==> src/hw/pls_map.vh <==
// constants of the power loss state supervisor
`ifndef PLS_MAP_VH
`define PLS_MAP_VH

// ****************************************************************
// recovery policy codes
// ****************************************************************
`define PLS_POL_TURN_ON 2'h0
`define PLS_POL_REMAIN_OFF 2'h1
`define PLS_POL_LAST_STATE 2'h2
`define PLS_POL_RESET 2'h1

// ****************************************************************
// sleep type codes
// ****************************************************************
`define PLS_SLP_NONE 2'h0
`define PLS_SLP_S3 2'h1
`define PLS_SLP_S4 2'h2
`define PLS_SLP_S5 2'h3

// ****************************************************************
// retained store layout
// ****************************************************************
`define PLS_NV_ADDR_POLICY 1'h0
`define PLS_NV_ADDR_FLAGS 1'h1
`define PLS_NV_BIT_LAST_ON 0
`define PLS_NV_BIT_LOSS 1
`define PLS_NV_FLAGS_RESET 2'h0

// ****************************************************************
// timing
// ****************************************************************
`define PLS_CLK_HZ 50000000
`define PLS_WATCH_TIME_S 30
`define PLS_WATCH_CYCLES (`PLS_WATCH_TIME_S * `PLS_CLK_HZ)
`define PLS_WATCH_WIDTH 31

`endif

==> src/hw/pls_supervisor.v <==
// power loss state supervisor of the board supervisor controller
`timescale 1ns/1ps
`default_nettype none
`include "pls_map.vh"

module pls_supervisor #(
  parameter [`PLS_WATCH_WIDTH-1:0] WATCH_CYCLES = `PLS_WATCH_CYCLES
) (
  // clock and reset
  input wire REF_CLK,
  input wire RST,
  // supply sensing and strap
  input wire STBY_OK,
  input wire AT_SUPPLY,
  // recovery policy selection
  input wire [1:0] POLICY,
  input wire POLICY_WR,
  // wake sources
  input wire PWRBTN_EVT,
  input wire SLPBTN_EVT,
  input wire SMBALERT_N,
  input wire WAKE_REQ,
  // host power requests
  input wire OFF_REQ,
  input wire SLEEP_REQ,
  input wire [1:0] SLP_TYPE,
  input wire DEEP_REQ,
  input wire S5E_EN,
  // power controls
  output wire SYS_PWR_EN,
  output wire ISLAND_ONLY,
  output wire CTX_RETAIN,
  output wire [1:0] RESUME_TYPE,
  output wire S5E_ACTIVE,
  // status and events
  output wire LOSS_EVT,
  output wire PROPER_OFF_EVT,
  output wire WAKE_EVT,
  output wire LAST_ON,
  output wire [1:0] POLICY_ACT
);

  // ****************************************************************
  // states
  // ****************************************************************
  localparam [8:0] ST_BOOT = 9'h001;
  localparam [8:0] ST_OFF = 9'h002;
  localparam [8:0] ST_ON = 9'h004;
  localparam [8:0] ST_SLEEP = 9'h008;
  localparam [8:0] ST_DEEP = 9'h010;
  localparam [8:0] ST_S5E = 9'h020;
  localparam [8:0] ST_WATCH = 9'h040;
  localparam [8:0] ST_LOSS = 9'h080;
  localparam [8:0] ST_RECOVER = 9'h100;

  // ****************************************************************
  // helpers
  // ****************************************************************
  function recover_on;
    input [1:0] pol;
    input last_on;
    input at_sup;
    begin
      if (at_sup) begin
        recover_on = 1'b1;
      end else begin
        case (pol)
          `PLS_POL_TURN_ON: recover_on = 1'b1;
          `PLS_POL_REMAIN_OFF: recover_on = 1'b0;
          `PLS_POL_LAST_STATE: recover_on = last_on;
          default: recover_on = 1'b0;
        endcase
      end
    end
  endfunction

  function [1:0] flags_word;
    input loss;
    input last_on;
    begin
      flags_word = 2'h0;
      flags_word[`PLS_NV_BIT_LOSS] = loss;
      flags_word[`PLS_NV_BIT_LAST_ON] = last_on;
    end
  endfunction

  // ****************************************************************
  // declarations
  // ****************************************************************
  reg [8:0] state_q, state_d;
  reg stby_q;
  reg at_q;
  reg strap_done_q;
  reg smba_q;
  reg [1:0] boot_cnt_q, boot_cnt_d;
  reg [1:0] pol_q, pol_d;
  reg [1:0] flags_q, flags_d;
  reg fl_wr_d;
  reg pol_pend_q, pol_pend_d;
  reg nv_we_q, nv_we_d;
  reg nv_waddr_q, nv_waddr_d;
  reg [1:0] nv_wdata_q, nv_wdata_d;
  reg nv_raddr_q, nv_raddr_d;
  reg [1:0] deep_from_q, deep_from_d;
  reg [1:0] slp_type_q, slp_type_d;
  reg retain_q, retain_d;
  reg loss_evt_q, loss_evt_d;
  reg off_evt_q, off_evt_d;
  reg wake_evt_q, wake_evt_d;
  reg tmr_start_d;
  reg tmr_abort_d;
  reg pwr_q, island_q, s5e_q;
  wire [1:0] nv_rdata;
  wire tmr_expired;
  wire smba_fall;
  wire s5e_wake;

  // ****************************************************************
  // sub-blocks
  // ****************************************************************
  pls_nvstore #(
    .WIDTH(2),
    .AW(1)
  ) u_nv (
    .clk(REF_CLK),
    .rst(RST),
    .we(nv_we_q),
    .waddr(nv_waddr_q),
    .wdata(nv_wdata_q),
    .raddr(nv_raddr_q),
    .rdata(nv_rdata)
  );

  pls_timer #(
    .WIDTH(`PLS_WATCH_WIDTH),
    .LIMIT(WATCH_CYCLES)
  ) u_watch (
    .clk(REF_CLK),
    .rst(RST),
    .start(tmr_start_d),
    .abort(tmr_abort_d),
    .running(),
    .expired(tmr_expired)
  );

  assign smba_fall = smba_q & ~SMBALERT_N;
  assign s5e_wake = PWRBTN_EVT | SLPBTN_EVT | smba_fall;

  // ****************************************************************
  // next state
  // ****************************************************************
  always @* begin
    state_d = state_q;
    boot_cnt_d = boot_cnt_q;
    pol_d = pol_q;
    flags_d = flags_q;
    fl_wr_d = 1'b0;
    nv_raddr_d = nv_raddr_q;
    deep_from_d = deep_from_q;
    slp_type_d = slp_type_q;
    retain_d = retain_q;
    loss_evt_d = 1'b0;
    off_evt_d = 1'b0;
    wake_evt_d = 1'b0;
    tmr_start_d = 1'b0;
    tmr_abort_d = 1'b0;
    case (state_q)
      ST_BOOT: begin
        boot_cnt_d = boot_cnt_q + 2'h1;
        case (boot_cnt_q)
          2'h0: nv_raddr_d = `PLS_NV_ADDR_FLAGS;
          2'h1: pol_d = nv_rdata;
          default: begin
            flags_d = nv_rdata;
            boot_cnt_d = boot_cnt_q;
            if (strap_done_q) begin
              if (!stby_q) begin
                state_d = ST_LOSS;
              end else if (nv_rdata[`PLS_NV_BIT_LOSS]) begin
                state_d = ST_RECOVER;
              end else begin
                state_d = ST_OFF;
              end
            end
          end
        endcase
      end
      ST_OFF: begin
        if (PWRBTN_EVT) begin
          state_d = ST_ON;
          wake_evt_d = 1'b1;
        end
      end
      ST_ON: begin
        if (!flags_q[`PLS_NV_BIT_LAST_ON]) begin
          flags_d = flags_word(1'b0, 1'b1);
          fl_wr_d = 1'b1;
        end
        if (OFF_REQ || (SLEEP_REQ && SLP_TYPE == `PLS_SLP_S5)) begin
          state_d = ST_WATCH;
          tmr_start_d = 1'b1;
        end else if (SLEEP_REQ && SLP_TYPE != `PLS_SLP_NONE) begin
          state_d = ST_SLEEP;
          slp_type_d = SLP_TYPE;
        end
      end
      ST_SLEEP: begin
        if (DEEP_REQ) begin
          state_d = ST_DEEP;
          deep_from_d = slp_type_q;
          retain_d = (slp_type_q == `PLS_SLP_S3);
        end else if (WAKE_REQ || PWRBTN_EVT) begin
          state_d = ST_ON;
          wake_evt_d = 1'b1;
        end
      end
      ST_DEEP: begin
        if (WAKE_REQ || PWRBTN_EVT) begin
          state_d = ST_SLEEP;
          slp_type_d = deep_from_q;
          retain_d = 1'b0;
          wake_evt_d = 1'b1;
        end
      end
      ST_S5E: begin
        if (s5e_wake) begin
          state_d = ST_ON;
          wake_evt_d = 1'b1;
        end
      end
      ST_WATCH: begin
        if (tmr_expired) begin
          state_d = S5E_EN ? ST_S5E : ST_OFF;
          flags_d = flags_word(1'b0, 1'b0);
          fl_wr_d = 1'b1;
          off_evt_d = 1'b1;
        end
      end
      ST_LOSS: begin
        // only a classified loss applies the policy; a drop after a proper off stays off
        if (stby_q) begin
          state_d = flags_q[`PLS_NV_BIT_LOSS] ? ST_RECOVER : ST_OFF;
        end
      end
      ST_RECOVER: begin
        flags_d = flags_word(1'b0, recover_on(pol_q, flags_q[`PLS_NV_BIT_LAST_ON], at_q));
        fl_wr_d = 1'b1;
        state_d = recover_on(pol_q, flags_q[`PLS_NV_BIT_LAST_ON], at_q) ? ST_ON : ST_OFF;
      end
      default: begin
        state_d = ST_BOOT;
      end
    endcase
    // standby drop while running or within the window classifies a loss
    if (!stby_q && (state_q & (ST_ON | ST_SLEEP | ST_DEEP | ST_WATCH)) != 9'h000) begin
      state_d = ST_LOSS;
      tmr_abort_d = 1'b1;
      retain_d = 1'b0;
      loss_evt_d = 1'b1;
      // last state is kept as recorded, so a shutdown just before stays on
      flags_d = flags_word(1'b1, flags_q[`PLS_NV_BIT_LAST_ON]);
      fl_wr_d = 1'b1;
    end else if (!stby_q && (state_q & (ST_OFF | ST_S5E)) != 9'h000) begin
      state_d = ST_LOSS;
    end
    if (POLICY_WR) begin
      pol_d = POLICY;
    end
  end

  // ****************************************************************
  // retained store write arbitration
  // ****************************************************************
  always @* begin
    pol_pend_d = pol_pend_q | POLICY_WR;
    nv_we_d = 1'b0;
    nv_waddr_d = `PLS_NV_ADDR_FLAGS;
    nv_wdata_d = flags_d;
    if (fl_wr_d) begin
      nv_we_d = 1'b1;
    end else if (pol_pend_q) begin
      nv_we_d = 1'b1;
      nv_waddr_d = `PLS_NV_ADDR_POLICY;
      nv_wdata_d = pol_q;
      pol_pend_d = POLICY_WR;
    end
  end

  // ****************************************************************
  // registers
  // ****************************************************************
  always @(posedge REF_CLK or posedge RST) begin
    if (RST) begin
      state_q <= ST_BOOT;
      stby_q <= 1'b0;
      at_q <= 1'b0;
      strap_done_q <= 1'b0;
      smba_q <= 1'b1;
      boot_cnt_q <= 2'h0;
      pol_q <= `PLS_POL_RESET;
      flags_q <= `PLS_NV_FLAGS_RESET;
      pol_pend_q <= 1'b0;
      nv_we_q <= 1'b0;
      nv_waddr_q <= 1'b0;
      nv_wdata_q <= 2'h0;
      nv_raddr_q <= `PLS_NV_ADDR_POLICY;
      deep_from_q <= `PLS_SLP_NONE;
      slp_type_q <= `PLS_SLP_NONE;
      retain_q <= 1'b0;
      loss_evt_q <= 1'b0;
      off_evt_q <= 1'b0;
      wake_evt_q <= 1'b0;
      pwr_q <= 1'b0;
      island_q <= 1'b0;
      s5e_q <= 1'b0;
    end else begin
      stby_q <= STBY_OK;
      if (!strap_done_q) begin
        at_q <= AT_SUPPLY;
        strap_done_q <= 1'b1;
      end
      smba_q <= SMBALERT_N;
      state_q <= state_d;
      boot_cnt_q <= boot_cnt_d;
      pol_q <= pol_d;
      flags_q <= flags_d;
      pol_pend_q <= pol_pend_d;
      nv_we_q <= nv_we_d;
      nv_waddr_q <= nv_waddr_d;
      nv_wdata_q <= nv_wdata_d;
      nv_raddr_q <= nv_raddr_d;
      deep_from_q <= deep_from_d;
      slp_type_q <= slp_type_d;
      retain_q <= retain_d;
      loss_evt_q <= loss_evt_d;
      off_evt_q <= off_evt_d;
      wake_evt_q <= wake_evt_d;
      pwr_q <= (state_d == ST_ON);
      island_q <= (state_d == ST_DEEP);
      s5e_q <= (state_d == ST_S5E);
    end
  end

  // ****************************************************************
  // outputs
  // ****************************************************************
  assign SYS_PWR_EN = pwr_q;
  assign ISLAND_ONLY = island_q;
  assign CTX_RETAIN = retain_q;
  assign RESUME_TYPE = slp_type_q;
  assign S5E_ACTIVE = s5e_q;
  assign LOSS_EVT = loss_evt_q;
  assign PROPER_OFF_EVT = off_evt_q;
  assign WAKE_EVT = wake_evt_q;
  assign LAST_ON = flags_q[`PLS_NV_BIT_LAST_ON];
  assign POLICY_ACT = pol_q;

endmodule // pls_supervisor

`default_nettype wire

==> src/hw/pls_nvstore.v <==
// small retained store for recovery policy and last power state
`timescale 1ns/1ps
`default_nettype none

module pls_nvstore #(
  parameter WIDTH = 2,
  parameter AW = 1
) (
  // clock and reset
  input wire clk,
  input wire rst,
  // write port
  input wire we,
  input wire [AW-1:0] waddr,
  input wire [WIDTH-1:0] wdata,
  // read port
  input wire [AW-1:0] raddr,
  output wire [WIDTH-1:0] rdata
);

  // ****************************************************************
  // storage, not cleared by reset: it models cells that keep content
  // ****************************************************************
  reg [WIDTH-1:0] mem [0:(1<<AW)-1];
  reg [WIDTH-1:0] rd_q;
  integer i;

  initial begin
    for (i = 0; i < (1<<AW); i = i + 1) begin
      mem[i] = {WIDTH{1'b0}};
    end
  end

  always @(posedge clk) begin
    if (we) begin
      mem[waddr] <= wdata;
    end
  end

  always @(posedge clk or posedge rst) begin
    if (rst) begin
      rd_q <= {WIDTH{1'b0}};
    end else begin
      rd_q <= mem[raddr];
    end
  end

  assign rdata = rd_q;

endmodule // pls_nvstore

`default_nettype wire

==> src/hw/pls_timer.v <==
// one-shot window timer
`timescale 1ns/1ps
`default_nettype none

module pls_timer #(
  parameter WIDTH = 31,
  parameter [WIDTH-1:0] LIMIT = 1
) (
  // clock and reset
  input wire clk,
  input wire rst,
  // control
  input wire start,
  input wire abort,
  // status
  output wire running,
  output wire expired
);

  // ****************************************************************
  // counter
  // ****************************************************************
  reg [WIDTH-1:0] cnt_q;
  reg run_q;
  reg exp_q;
  wire last_w;

  assign last_w = (cnt_q == LIMIT - {{(WIDTH-1){1'b0}}, 1'b1});

  always @(posedge clk or posedge rst) begin
    if (rst) begin
      cnt_q <= {WIDTH{1'b0}};
      run_q <= 1'b0;
      exp_q <= 1'b0;
    end else begin
      exp_q <= 1'b0;
      if (abort) begin
        run_q <= 1'b0;
        cnt_q <= {WIDTH{1'b0}};
      end else if (start) begin
        run_q <= 1'b1;
        cnt_q <= {WIDTH{1'b0}};
      end else if (run_q) begin
        if (last_w) begin
          run_q <= 1'b0;
          exp_q <= 1'b1;
        end else begin
          cnt_q <= cnt_q + {{(WIDTH-1){1'b0}}, 1'b1};
        end
      end
    end
  end

  assign running = run_q;
  assign expired = exp_q;

endmodule // pls_timer

`default_nettype wire

==> config.mk <==
export PLATFORM = sky130hd
export DESIGN_NAME = pls_supervisor
export DESIGN_NICKNAME = d
export VERILOG_FILES = /design/src/hw/pls_supervisor.v /design/src/hw/pls_nvstore.v /design/src/hw/pls_timer.v
export VERILOG_INCLUDE_DIRS = /design/src /design/src/hw
export SDC_FILE = /design/constraint.sdc
export NUM_CORES = 1
export LEC_CHECK = 0
export ABC_AREA = 1
export ABC_CLOCK_PERIOD_IN_PS = 1750
export BUFFER_PORTS_ARGS = -buffer_cell sky130_fd_sc_hd__buf_2
export CAP_MARGIN = 15
export CORE_AREA = 2 2 119 110
export DETAILED_ROUTE_END_ITERATION = 10
export DIE_AREA = 0 0 121 112
export GPL_TIMING_DRIVEN = 0
export SYNTH_ARGS = -nofsm -noshare
export SYNTH_HDL_FRONTEND = slang
export SYNTH_HIERARCHICAL = 1
export SYNTH_SLANG_ARGS = --single-unit
export TNS_END_PERCENT = 100
==> constraint.sdc <==
create_clock -name REF_CLK -period 1.75 [get_ports REF_CLK]
set_input_delay 0.35 -clock REF_CLK [delete_from_list [all_inputs] [get_ports REF_CLK]]
set_output_delay 0.35 -clock REF_CLK [all_outputs]
set_load 0.01 [all_outputs]
* Yosys cells after proc, flatten, opt, wreduce, memory -nomap -nowiden *
Memory sizes are Yosys's and may differ from the RTL's. A register that Yosys moved wholly into a read port is not among the register bits.
Index checks and enable logic that the tools add are counted.

operators by class
  bitwise logic cells = 5
  muxes and demuxes = 73
  add/subtract/negate cells = 2
  reduce and logical (&&, ||, !) cells = 25
  eq/ne operators = 23

operators with widths
  cell                                                                   number
  9-bit two-way mux                                                      16
  31-bit two-way mux                                                     4
  9-bit case mux with 9 select lines                                     1
  1-bit two-way mux                                                      32
  31-bit by 1-bit adder with 31-bit output, second input constant        1
  31-bit equality test, second input constant                            1
  2-bit two-way mux                                                      12
  9-bit by 3-bit equality test with 1-bit output, second input constant  2
  9-bit by 5-bit equality test with 1-bit output, second input constant  2
  9-bit by 6-bit equality test with 1-bit output, second input constant  2
  9-bit nonzero test                                                     2
  2-bit AND reduction                                                    5
  9-bit by 1-bit equality test with 1-bit output, second input constant  1
  9-bit by 2-bit equality test with 1-bit output, second input constant  1
  9-bit by 4-bit equality test with 1-bit output, second input constant  1
  9-bit by 7-bit equality test with 1-bit output, second input constant  1
  9-bit by 8-bit equality test with 1-bit output, second input constant  1
  9-bit equality test, second input constant                             1
  3-bit inequality test, second input constant                           3
  2-bit case mux with 4 select lines                                     1
  2-bit nonzero test                                                     4
  6-bit two-way mux                                                      1
  2-bit inequality test, second input constant                           3
  3-bit nonzero test                                                     2
  other kinds (18)                                                       28

storage, ports and cells
  word-level logic and storage cells = 154
  register bits after elaboration = 69
  memories kept = 1
  input bits = 17
  bits in writable memories = 4

memories
  name      depth  width  rd ports  clocked after Yosys merged registers in  wr ports  line              source
  u_nv.mem  2      2      1         1                                        1         pls_nvstore.v:24  reg [WIDTH-1:0] mem [0:(1<<AW)-1];

* Longest topological paths before layout *
  depth in word-level cells = 9
  mapped depth = 13
  gate-level depth less buffers = 12

* Modules after synthesis *
Netlist, hierarchy kept.

modules (own cells, without submodules)
  module          area an instance (µm²)  instances  seq. area each (µm²)  cells an instance
  pls_timer       2,413.6                 1          825.8                 367
  pls_supervisor  2,207.1                 1          904.6                 295
  pls_nvstore     215.2                   1          170.2                 18

* Worst setup path after synthesis *
No wires, ideal clock.

  path type = reg-to-reg
  from = register state_q[5]
  to = register u_watch.cnt_q[30]
  path slack = -0.209 ns
  data required time = 1.634 ns
  arrival = 1.843 ns
  path buffers = 1
  cell stages (with the launch flop) = 12
  cells stage by stage = dfrtp_1 -> nor2_4 -> nand3_2 -> nor2_4 -> nand2_1 -> inv_1 -> clkbuf_1 -> clkinv_1 -> nand3_1 -> nor2_1 -> nand2_1 -> nand2_1

on the way
  cells in the longest elaborated chain, start to end = 4

ends and longest elaborated chain
  item                                                                        line                  source
  start, declared                                                             pls_supervisor.v:90   reg [8:0] state_q, state_d;
  start signal, assigned                                                      pls_supervisor.v:323  state_q <= state_d;
  9-bit by 3-bit equality test with 1-bit output *                            pls_supervisor.v:167  case (state_q)
  1-bit two-way mux *                                                         pls_supervisor.v:167
  named net tmr_start_d                                                       pls_supervisor.v:110  reg tmr_start_d;
  3-bit inequality test (no line) (tied with other cells)                     n/a
  2-bit AND reduction (no line) / 31-bit two-way mux (equally long branches)  n/a
  end signal, assigned                                                        pls_timer.v:32        cnt_q <= {WIDTH{1'b0}};
  end signal, assigned                                                        pls_timer.v:39        cnt_q <= {WIDTH{1'b0}};
  end signal, assigned                                                        pls_timer.v:42        cnt_q <= {WIDTH{1'b0}};
  end, declared                                                               pls_timer.v:23        reg [WIDTH-1:0] cnt_q;

Mark *: on every way through the listed nets, which the timed path passes. The rest lies on a longest branch.
A chain may end at the register's enable or synchronous reset.

* Final worst setup path *
  from = register state_q[2]
  to = register island_q, in the netlist ISLAND_ONLY

on the way
  cells in the longest elaborated chain, start to end = 6

ends and longest elaborated chain
  item                                                                         line                  source
  parallel branches: the longest is 4 deep, another holds 9-bit equality test  n/a
  9-bit two-way mux *                                                          pls_supervisor.v:255  if (!stby_q && (state_q & (ST_ON | ST_SLEEP | ST_DEEP | ST_WATCH)) != 9'h000) begin
  9-bit by 5-bit equality test with 1-bit output *                             pls_supervisor.v:339  island_q <= (state_d == ST_DEEP);
  end signal, assigned                                                         pls_supervisor.v:339
  end, declared                                                                pls_supervisor.v:112  reg pwr_q, island_q, s5e_q;

Every way passes the cells marked *.

==> out/results.ini <==
[run_status]
run_status=complete, but fails checks
failed_checks=setup timing

[power_and_ir_drop]
clkPwrFrac_pct=25.0
p_sw_uw=3070
power_uw=7680
p_int_uw=4610
p_seq_share_pct=31.7
p_leak_uw=0.00308
vdd_drop_max_uv=996
pwr-share-comb_pct=43.3
sw_frac_of_total_pct=40.0
power_density_nw_per_um2=1210

[logic_synthesis]
synth_area_per_cell_um2=7.11
synthFlopType=dfrtp_1
ys_types=50
synth_top_family_by_area=simple AND/OR/NAND/NOR gates
postSynth.asyncResetShare_pct=94.7
synth_fa_ha_area_share_pct=1.03
synth_compound_area_share_pct=8.90
yosys.area_share.simple_pct=39.3
synth-edff-count=4
ys.warnings.count=6
synth_cells=680
synth_seq_area_share_pct=39.3
synth.area.mux_share_pct=0.233
ys_seq_elements=75
synth-xor-area-share_pct=1.63
syn_nets=701
syn_area_um2=4840

[setup_path]
crit_required_ns=1.98
endpoint_kind=flop
cpMostUsedCell=nand2_1
rr_startpoint=state_q[2]
slowest_delay_ns=0.47
ff2ff_setup_slack_ns=-0.03
worstSetupPathType=flop to flop
crit_arrival_ns=2.02
worstSetupStartpoint=state_q[2]
slowest_stage=dfrtp_2
critPathBufInv=1
cp_cell_sequence=nor2_4, buf_12, nand2_8, nor3_4, nand2_1, o21ai_1, nand2_1, nand2_1, nand2_1, nand2_2, nor2_1
crit_path_start_kind=flop
cp_top_family=simple AND/OR/NAND/NOR gates
crit_fanout=5

[clock_network]
clock-sinks=75
cts_tree=yes
worstSkewPairLatency_ns=0.34
root_buffer=clkbuf_16
clk_pin_slew_ns=0.06
cts-htree-levels=3
clk_path_buf_depth=2
cts_inserted_buffers=9

[routing]
drc=0
antenna_left=0
drt-initial-drc-count=429
vias=4730
drt-total-wl_mm=13.4
wl_per_cell_um=14.3
first_pass_iters=6
viasPerCell=5.06

[floorplanning]
rows=39
core-area_um2=12300
start_util_pct=39.2
die_y_um=112
die_area_um2=13600
design.portCount=29
dieWidth_um=121

[layout]
layout_commonest_cell=nand2_1
mostFrequentLayoutCells=nand2_1 (163), nor2_1 (84), inv_1 (80)
antenna_cells=0
drive_gt1_share_pct=30.4
final_nets=787
syn_to_final_growth_pct=30.8

[global_routing]
grt_usage_pct=19.8
grt_pass1_wl_mm=21.3
antenna_found_initial=0
grt_overflow=0
grt_max_degree=21
grt_pass1_vias=4378

[sta]
period_needed_ns=1.78
layout_worst_path_cycle_share_pct=102
slew_viol_final=0
worst_hold_slack_ns=0.116
final-hold-violation-count=0
setup_tns_ns=-0.140
fmax_mhz=561
rsz0062_at_grt=yes
worstMarginPinSlew_ns=0.771
maxSlewHeadroom_pct=48.5
setup_viol_count_final=12
finClkSkew_ns=0.00720
fin_ws_ns=-0.0327

[min_path]
hold_path.startpoint=STBY_OK
hold_class=input pin to flop

[placed_design]
io_buffers=28
gp_congestion=0.952
dp_hpwl_mm=9.24
place_ws_ns=-0.545

[run]
drv_cap=0

==> per-layer routing <==
layer | up-vias | track usage (%) | routed length (µm)
met5 | - | 0 | 0
met1 | 2187 | 25.9 | 5850
met4 | 0 | 6.05 | 205
met2 | 186 | 32.2 | 6450
li1 | 2335 | - | -
met3 | 22 | 4.97 | 897
==> logic make-up (layout without fill, tap and decap cells) <==
kind of cell / count (synthesis) / in the layout
AOI/OAI and AO/OA: 71 / 71
xor gates and xnor gates: 9 / 9
DFF: 75 / 75
muxes: 1 / 1
buffers and inverters: 109 / 200
adders and majority gates: 4 / 4
other: 1 / 1
and+or+nand+nor: 410 / 410
==> sequential cells by signal, indices dropped and copies added (netlist names), 2 cells and up <==
name	flops
state_q	9
boot_cnt_q	2
RESUME_TYPE	2
flags_q	2
nv_wdata_q	2
u_watch/cnt_q	31
u_nv/rdata	2
u_nv/mem	4
POLICY_ACT	2
deep_from_q	2
==> timing repair <==
item                                    4_1_cts  5_1_grt
pin swaps                                     8       37
endpoints found under the setup margin       34       47
hold endpoints to repair                      2        0
buffers inserted                             14       26
hold buffers                                  1        0
resized for setup                            24       93
gates cloned                                  0        4
==> cell type report <==
| cell class | instances | area [µm²] |
|---|---|---|
| inverter | 100 | 408 |
| fill | 1146 | 6020 |
| clock inverter | 7 | 78.8 |
| timing repair buffer | 74 | 599 |
| clock buffer | 9 | 225 |
| timing repair inverter | 1 | 8.76 |
| tap | 164 | 205 |
| multi-input combinational | 496 | 2780 |
| buffer | 9 | 105 |
| sequential | 75 | 1910 |
==> worst paths after layout <==
path / cells past startpoint / to
max reg2reg: 11 / ISLAND_ONLY
min reg2reg: 0 / u_nv/mem[0][0]
max: 11 / ISLAND_ONLY
min: 1 / stby_q
max in group asynchronous: 4 / smba_q
min in group asynchronous: 3 / u_nv/rdata[1]
==> power by group through the flow <==
stage / registers [µW] / clock network [µW] / logic [µW]
after global routing: 2470 / 2050 / 3630
after floorplan: 2380 / 0 / 1730
after CTS: 2410 / 1980 / 2490
after global placement: 2430 / 0 / 2240
after detailed placement: 2440 / 0 / 2290
final: 2440 / 1920 / 3330
==> through the flow <==
stage / util [%] / cell area [µm²] / instances
after CTS: 46.6 / 5750 / 905
after global placement: 42.0 / 5190 / 872
final: 51.2 / 6330 / 935
after global routing: 51.2 / 6330 / 935
after detailed placement: 42.5 / 5250 / 874
after floorplan: - / 4850 / 680
==> Yosys cell counts (3+ instances only) <==
master	count	area [µm²]
nor2_4	10	113
nor2_1	98	368
inv_2	11	41.3
dfrtp_1	68	1700
o21ai_1	6	30.0
xor2_1	6	52.6
o211ai_1	3	22.5
nand2_2	6	37.5
nand2_1	187	702
dfstp_2	3	78.8
o22ai_1	3	18.8
nand3_1	50	250
ha_1	4	50.1
nand4_1	19	119
o21ai_2	5	43.8
xnor2_1	3	26.3
edfxtp_1	4	120
inv_1	84	315
nand2_4	4	45.0
nand3_2	6	60.1
o21ai_0	20	100
nor3_1	13	65.1
a21oi_1	19	95.1
o21bai_1	8	60.1
nor2_2	8	50.1
No activity file was read; power rests on OpenSTA's default activity.
